--- config.mk ---
export PLATFORM = sky130hd
export DESIGN_NAME = sbs_port_ctrl
export DESIGN_NICKNAME = d
export VERILOG_FILES = /design/src/core/sbs_pkg.sv /design/src/core/sbs_burst_ctr.sv /design/src/core/sbs_port_ctrl.sv
export SDC_FILE = /design/constraint.sdc
export NUM_CORES = 1
export LEC_CHECK = 0
export ABC_CLOCK_PERIOD_IN_PS = 2350
export BUFFER_PORTS_ARGS = -buffer_cell sky130_fd_sc_hd__buf_2
export CAP_MARGIN = 5
export CELL_PAD_IN_SITES_DETAIL_PLACEMENT = 1
export CELL_PAD_IN_SITES_GLOBAL_PLACEMENT = 2
export CORE_AREA = 3 3 114 116
export DETAILED_ROUTE_END_ITERATION = 6
export DIE_AREA = 0 0 117 119
export MAX_ROUTING_LAYER = met4
export PLACE_DENSITY = 0.8
export SLEW_MARGIN = 20
export SYNTH_ARGS = -nofsm -noshare
export SYNTH_HDL_FRONTEND = slang
export SYNTH_SLANG_ARGS = --single-unit
--- constraint.sdc ---
create_clock -name clk -period 2.35 [get_ports clk]
set_input_delay 0.47 -clock clk [delete_from_list [all_inputs] [get_ports clk]]
set_output_delay 0.47 -clock clk [all_outputs]
set_load 0.02 [all_outputs]
--- src/core/sbs_pkg.sv ---
// ============================================================
// Shared constants for the synchronous burst SRAM port control.
package sbs_pkg;
	// Default widths: full address, byte lanes, bits per lane (8 data + 1 parity).
	localparam int ADDR_W = 20;
	localparam int LANES = 4;
	localparam int LANE_W = 9;
	// Burst counter width and the position of the low address field.
	localparam int BURST_W = 2;
	localparam int LOW_LSB = 0;
	// Strap level that selects the linear order; the other level selects interleaved.
	localparam logic ORDER_LINEAR = 1'b0;
	// Reset values.
	localparam logic [BURST_W-1:0] RST_BURST = 2'h0;
	localparam logic RST_OE_N = 1'b1;
	localparam logic RST_STRAP = 1'b1;

	// Access state of the port after each clock edge.
	typedef enum logic [1:0] {SBS_DESEL, SBS_READ, SBS_WRITE} sbs_state_t;
endpackage

--- src/core/sbs_burst_ctr.sv ---
`timescale 1ns/1ns
// ============================================================
// Two-bit burst counter with linear or interleaved address order.
module sbs_burst_ctr
	import sbs_pkg::*;
(
	// Clock and reset
	input wire logic clk,
	input wire logic nrst,
	// Control
	input wire logic load,
	input wire logic advance,
	input wire logic [BURST_W-1:0] start,
	input wire logic interleaved,
	// Low address bits that the coming edge will register
	output logic [BURST_W-1:0] low_next
);
	logic [BURST_W-1:0] start_q;
	logic [BURST_W-1:0] offs_q;
	logic [BURST_W-1:0] offs_inc;
	logic [BURST_W-1:0] low_now;
	logic [BURST_W-1:0] low_step;

	// Order function: linear adds the offset, interleaved flips bits with it.
	function automatic logic [BURST_W-1:0] seq_bits(input logic [BURST_W-1:0] s, input logic [BURST_W-1:0] o,
		input logic il);
		seq_bits = il ? (s ^ o) : BURST_W'(s + o);
	endfunction

	// The offset wraps inside two bits, so the fifth beat repeats the first.
	assign offs_inc = BURST_W'(offs_q + 2'h1);
	assign low_now = seq_bits(start_q, offs_q, interleaved);
	assign low_step = seq_bits(start_q, offs_inc, interleaved);
	assign low_next = load ? start : (advance ? low_step : low_now);

	// A load restarts the burst; an advance steps it by one beat.
	always_ff @(posedge clk or negedge nrst)
	begin
		if (!nrst)
		begin
			start_q <= RST_BURST;
			offs_q <= RST_BURST;
		end
		else if (load)
		begin
			start_q <= start;
			offs_q <= RST_BURST;
		end
		else if (advance)
		begin
			offs_q <= offs_inc;
		end
	end
endmodule

--- src/core/sbs_port_ctrl.sv ---
`timescale 1ns/1ns
// ============================================================
// Overview of operation
// The address is captured on an edge only when a strobe is honoured and all three chip enables are active.
// The two low captured address bits load a two-bit burst counter that supplies the low access address.
// The four active-low byte selects write their lanes only when the byte write enable is low on that edge.
// A low global write writes every lane and overrides the byte selects and byte write enable.
// Each edge with the advance input low during a burst steps the burst counter to the next address.
// The processor strobe is disregarded on any edge where the first chip enable is high.
// The host selects the part by driving the first chip enable low and the second high.
// The third chip enable is active low and joins the other two in the selection condition.
// In the ball-grid variant the third chip enable counts as always active.
// Chip enables are looked at only on edges that load a new external address.
// Output enable low lets the data pins drive; high leaves them floating as inputs.
// Output enable is ignored during the first clock of a read that follows the deselected state.
// When both strobes are low together, only the processor strobe is acted upon.
// A low burst order strap selects linear order; a high one selects interleaved order.
// The host holds byte write enable low for any byte-granular write.
// The data and parity pins float during write data, in the first clock out of deselect, and while deselected.
// The burst counter wraps within two bits, so a burst visits at most four locations.
module sbs_port_ctrl
	import sbs_pkg::*;
#(
	parameter int AW = ADDR_W,
	parameter int NL = LANES,
	parameter int LW = LANE_W
)
(
	// Clock and reset
	input wire logic clk,
	input wire logic nrst,
	// Address and strobes
	input wire logic [AW-3:0] addr_upper,
	input wire logic addr_bit_one,
	input wire logic addr_bit_zero,
	input wire logic processor_addr_strobe_n,
	input wire logic controller_addr_strobe_n,
	input wire logic burst_advance_n,
	// Chip enables, package strap and burst order strap
	input wire logic chip_enable_one_n,
	input wire logic chip_enable_two,
	input wire logic chip_enable_three_n,
	input wire logic bga_package,
	input wire logic burst_order_strap,
	// Write qualifiers
	input wire logic global_write_n,
	input wire logic byte_write_enable_n,
	input wire logic byte_lane_a_write_sel_n,
	input wire logic byte_lane_b_write_sel_n,
	input wire logic byte_lane_c_write_sel_n,
	input wire logic byte_lane_d_write_sel_n,
	// Data pins, parity bit is the top bit of each lane
	input wire logic output_enable_n,
	input wire logic [NL*LW-1:0] dq_in,
	output logic [NL*LW-1:0] dq_out_q,
	output logic dq_oe_n_q,
	// Memory core side
	output logic [AW-1:0] core_addr_q,
	output logic [NL-1:0] core_byte_we_q,
	output logic [NL*LW-1:0] core_wdata_q,
	output logic core_rd_q,
	input wire logic [NL*LW-1:0] core_rdata
);
	sbs_state_t state_q;
	sbs_state_t state_d;
	logic interleaved_q;
	logic strap_taken_q;
	logic rd_pend_q;
	logic ce_ok;
	logic proc_load;
	logic ctrl_load;
	logic load;
	logic active_q;
	logic sel_next;
	logic advance;
	logic wr_now;
	logic rd_now;
	logic first_clk;
	logic [NL-1:0] bw_sel_n;
	logic [NL-1:0] lanes;
	logic [BURST_W-1:0] low_next;
	logic [AW-3:0] upper_next;

	// ============================================================
	// Selection and strobe decode

	// The third enable drops out on the ball-grid variant.
	assign ce_ok = !chip_enable_one_n && chip_enable_two && (bga_package || !chip_enable_three_n);
	// A processor strobe with the first enable high is not a strobe at all.
	assign proc_load = !processor_addr_strobe_n && !chip_enable_one_n;
	// The controller strobe only counts when the processor strobe is not being honoured.
	assign ctrl_load = !controller_addr_strobe_n && !proc_load;
	assign load = proc_load || ctrl_load;
	assign active_q = (state_q != SBS_DESEL);
	// Enables matter only on a load; bursts keep the earlier selection.
	assign sel_next = load ? ce_ok : active_q;
	assign advance = !load && active_q && !burst_advance_n;

	// ============================================================
	// Write qualification

	assign bw_sel_n = {byte_lane_d_write_sel_n, byte_lane_c_write_sel_n, byte_lane_b_write_sel_n,
		byte_lane_a_write_sel_n};
	// Global write wins; otherwise byte selects need the byte write enable.
	assign lanes = !global_write_n ? {NL{1'b1}} : (!byte_write_enable_n ? ~bw_sel_n : {NL{1'b0}});
	// A processor-strobe edge always opens as a read; writes qualify on later edges.
	assign wr_now = sel_next && (lanes != {NL{1'b0}}) && !proc_load;
	assign rd_now = sel_next && !wr_now;
	assign first_clk = load && ce_ok && !active_q;
	assign state_d = !sel_next ? SBS_DESEL : (wr_now ? SBS_WRITE : SBS_READ);
	assign upper_next = (load && ce_ok) ? addr_upper : core_addr_q[AW-1:BURST_W];

	// ============================================================
	// Burst counter

	sbs_burst_ctr u_burst
	(
		.clk(clk),
		.nrst(nrst),
		.load(load && ce_ok),
		.advance(advance),
		.start({addr_bit_one, addr_bit_zero}),
		.interleaved(interleaved_q),
		.low_next(low_next)
	);

	// ============================================================
	// Registers

	// The strap is caught once on the first clock after reset, never by the reset itself.
	always_ff @(posedge clk or negedge nrst)
	begin
		if (!nrst)
		begin
			strap_taken_q <= 1'b0;
			interleaved_q <= RST_STRAP;
		end
		else if (!strap_taken_q)
		begin
			strap_taken_q <= 1'b1;
			interleaved_q <= (burst_order_strap != ORDER_LINEAR);
		end
	end

	// Access state and core requests for the edge just taken.
	always_ff @(posedge clk or negedge nrst)
	begin
		if (!nrst)
		begin
			state_q <= SBS_DESEL;
			core_addr_q <= '0;
			core_byte_we_q <= '0;
			core_wdata_q <= '0;
			core_rd_q <= 1'b0;
			rd_pend_q <= 1'b0;
		end
		else
		begin
			state_q <= state_d;
			core_addr_q <= {upper_next, low_next};
			core_byte_we_q <= wr_now ? lanes : {NL{1'b0}};
			core_wdata_q <= dq_in;
			core_rd_q <= rd_now;
			rd_pend_q <= rd_now && !first_clk;
		end
	end

	// Pin drive lags the core read by one clock, so the enable is sampled here as well;
	// that costs a cycle of response against a truly asynchronous enable.
	always_ff @(posedge clk or negedge nrst)
	begin
		if (!nrst)
		begin
			dq_out_q <= '0;
			dq_oe_n_q <= RST_OE_N;
		end
		else
		begin
			dq_out_q <= core_rdata;
			dq_oe_n_q <= !(rd_pend_q && !output_enable_n);
		end
	end
endmodule

Word-level counts from Yosys, hierarchy flattened --
Index checks and enable logic that the tools add are counted.
Storage, ports and cells: bits in registers 107, bits in latches 0, RAM bits 0, memory bits (read-only) 0, input port bits 109, output and inout bits 98, logic and storage cells 61, memories 0
Cells by class: add/subtract/negate cells 3, $mul 0, divide/modulo/power cells 0, magnitude comparators 0, eq/ne operators 0, shift-type cells 0, mux-type cells 12, bitwise logic cells 3, reduce and logical (&&, ||, !) cells 30
Operators by type and width (count):
- 2-bit two-way mux | 8
- 1-bit logical AND | 13
- 1-bit logical NOT | 12
- 4-bit two-way mux | 3
- 2-bit adder | 2
- 4-bit NOT | 1
- 2-bit nonzero test | 2
- 4-bit nonzero test | 1
- 2-bit bitwise XOR | 2
- 2-bit by 1-bit adder with 2-bit output, second input constant | 1
- 1-bit logical OR | 2
- 1-bit two-way mux | 1

Longest topological paths before layout --
word-level depth 11, gate-level depth with buffers 6, mapped depth without buffers 6

Modules after synthesis --
A second synthesis with hierarchy kept.
Unflattened totals: cells, all modules 174, area, all modules 3269.4 µm²
By module, submodules not included:
- sbs_port_ctrl | times used 1, cells an instance 149, area each 3004.1 µm², sequential area each 2555.0 µm²
- sbs_burst_ctr | times used 1, cells an instance 25, area each 265.3 µm², sequential area each 100.1 µm²

Worst setup path after synthesis --
Ideal clock, no wire load.
path type input-to-reg, start point input bga_package, end point register core_addr_q[0], library setup time 0.069 ns, arrival 1.312 ns, required time 2.281 ns, path slack 0.969 ns, cell stages on the path 5, path buffers 1, path through nand2b_1 and4b_1 clkbuf_1 or3_1 nand3_1
On the way: word-level cells in the longest chain between the ends 4
RTL lines:
- start, declared | line sbs_port_ctrl.sv:43 | input wire logic bga_package,
- 1-bit logical OR | line sbs_port_ctrl.sv:88 | assign ce_ok = !chip_enable_one_n && chip_enable_two && (bga_package || !chip_enable_three_n);
- 1-bit logical AND | line sbs_port_ctrl.sv:88
- 1-bit logical AND | line sbs_port_ctrl.sv:120 | .load(load && ce_ok),
- 2-bit two-way mux | line sbs_burst_ctr.sv:34 | assign low_next = load ? start : (advance ? low_step : low_now);
- via low_next[0] | line sbs_port_ctrl.sv:81 | logic [BURST_W-1:0] low_next;
- end signal, assigned | line sbs_port_ctrl.sv:160 | core_addr_q <= {upper_next, low_next};
- end, declared | line sbs_port_ctrl.sv:58 | output logic [AW-1:0] core_addr_q,
The timed path passes the listed nets, and every way through them passes these cells. A chain may end at the register's enable or synchronous reset.

Worst setup path in the final report --
start point register dq_oe_n_q, end point output dq_oe_n_q
RTL lines:
- start, declared | line sbs_port_ctrl.sv:56 | output logic dq_oe_n_q,
- start signal, assigned | line sbs_port_ctrl.sv:180 | dq_oe_n_q <= !(rd_pend_q && !output_enable_n);
No word-level cell between the ends.

==> qor.csv <==
metric,value,unit
Rows,40,
first-pass GRT wire length,13.9,mm
Yosys cell types,25,
filler instances,1352,
"Req. time, crit path",1.88,ns
syn nets,329,
layout cell share with drive strength beyond 1,0.525,
gr usage total,0.135,
RSZ-0062 raised after global routing,false,
Iter 0 DRT Violations,133,
antenna cell count,0,
Post-CTS Setup Inserts,0,
hold crit path type,in -> async,
# nets final,546,
CP max FO,1,
"Hold-fix buffers, CTS",0,
"Hold Vio Cnt, Final",0,
CTS max path bufs,2,
vias in the first global route,2646,
initial antenna violation count,0,
chip width,117,um
register bit total from synthesis,106,
Root Buffer,clkbuf_16,
total negative slack,0,ns
Worst-path clk slew,0.07,ns
Detail Placement HPWL,7.26,mm
Post-synth EDFFs,0,
Critical Path Start Type,flip-flop,
# placed instances,571,
vias per cell,4.12,
DRC Markers,0,
CTS resizes,0,
crit share post-route,0.626,
Clock Sinks,106,
Total Routed Length,9.15,mm
"slowest stage delay, CP",0.51,ns
fin area,0.00474,mm^2
critical path type,reg -> out,
Synth Cell Area,0.00321,mm^2
Critical Path End Type,output port,
syn avg cell area,14.7,um^2
initial core utilization,0.267,
DR vias,2417,
max-slew violations,0,
skew final,0.00257,ns
GP Congestion,0.725,
ANT nets after route,0,
critical path's top delay family,flip-flops,
clk_lat worst skew,0.34,ns
slowest CP cell,dfstp_2,
Core Footprint,0.0120,mm^2
largest net degree at the start of global routing,50,
CTS buffer count,9,
Max VDD drop,0.282,mV
WP buf/inv,1,
crit path time final,1.47,ns
Yosys Warn Count,0,
P&R area growth vs syn,47.6,%
status,completed,
PD cells,859,mW/mm^2
max_cap viols,0,
DR WL/cell,15.6,um
# H-tree levels,3,
Ports,207,
Die ar.,0.0139,mm^2
fmax,0.680,GHz
Static Leakage,0.00254,uW
Main synth FF type,dfrtp_1,
slew margin rel.,0.635,
post-route worst setup slack,0.878,ns
ys async rst share,1.00,
worst slack at placement,0.518,ns
Critical Path AT,1.00,ns
IO Port Bufs,206,
gr ovfl total,0,
"commonest non-fill, non-tap cell in the layout",buf_2,
Post-DP Area,0.00446,mm^2
cells along the critical path,buf_2,
most frequent cells in the layout,"buf_2, dfrtp_1, nand2_1, clkbuf_16, o21ai_0",
cells after synthesis,218,
Least-Margin Pin Slew,0.547,ns
sequential element share of the synthesized area,0.827,
setup violators final,0,
Die H,119,um
CTS tree,done,
drt pass-1 iters,4,
Final Non-Filler Cells,587,
-- cells by family after synthesis --
group                    synth area share
buffers and inverters             0.00779
other                             0.00117
AND/OR/NAND/NOR                     0.113
XOR/XNOR                           0.0136
adder cells (fa/ha/maj)           0.00779
flip-flops                          0.827
AO/OA/AOI/OAI                      0.0261
multiplexers                      0.00351
-- Yosys cell counts (all sizes together), types with 2 or more instances --
master	n	area [um^2]
o21ai	6	30.0
clkbuf	3	11.3
nor2	5	18.8
xnor2	5	43.8
nand2	62	233
and2	4	25.0
dfrtp	104	2600
nand2b	3	18.8
or3	2	12.5
ha	2	25.0
dfstp	2	52.6
nand3	2	10.0
nor2b	3	18.8
a21oi	3	15.0
buf	2	10.0
-- power breakdown --
part	switching (uW)	internal, uW
Combinational	391	233
Sequential	62.2	1970
Clock	637	775
-- area by class of cell --
cell class / instances / area [um^2] / share of cell area
clock inverters: 4 / 26.3 / 0.00554
repair buffers: 211 / 1080 / 0.229
flip-flops and latches: 106 / 2660 / 0.560
multi-input cells: 106 / 532 / 0.112
inverters: 1 / 3.75 / 0.000792
well taps: 147 / 184 / 0.0388
clock buffers: 12 / 256 / 0.0541
-- metrics by stage --
step / total power, uW / utilization / hold slack (ns)
floorplan: 2380 / - / 0.174
global placement: 2700 / 0.371 / 0.370
detailed placement: 2720 / 0.371 / 0.377
CTS: 4150 / 0.395 / 0.0734
global route: 4300 / 0.395 / 0.0872
finish: 4070 / 0.395 / 0.0651
-- flip-flops by register name, indices dropped and copies added, names as in the netlist --
| register | cells |
|---|---|
| rd_pend_q | 1 |
| u_burst.start_q | 2 |
| u_burst.offs_q | 2 |
| core_addr_q | 20 |
| core_wdata_q | 36 |
| interleaved_q | 1 |
| strap_taken_q | 1 |
| core_byte_we_q | 4 |
| state_q | 2 |
| dq_oe_n_q | 1 |
| dq_out_q | 36 |
-- path summary, 6_finish.rpt --
| path | start | endpoint | slack, ns | cells after the start |
|---|---|---|---|---|
| max | dq_oe_n_q | dq_oe_n_q | 0.88 | 1 |
| min | nrst | core_addr_q[0] | 0.07 | 1 |
| max reg2reg | state_q[0] | u_burst.offs_q[1] | 1.02 | 4 |
| min reg2reg | rd_pend_q | dq_oe_n_q | 0.38 | 1 |
| max in group asynchronous | nrst | dq_oe_n_q | 1.64 | 2 |
| min in group clk | core_rdata[33] | dq_out_q[33] | 0.23 | 1 |
-- layer usage --
layer | part of all wire | track usage | vias to the layer above
met5 | 0 | - | -
met4 | 0.014 | 0.0538 | 0
met3 | 0.11 | 0.0427 | 11
met2 | 0.50 | 0.228 | 128
met1 | 0.37 | 0.147 | 1158
li1 | - | - | 1120
(Power assumes the default switching activity.)
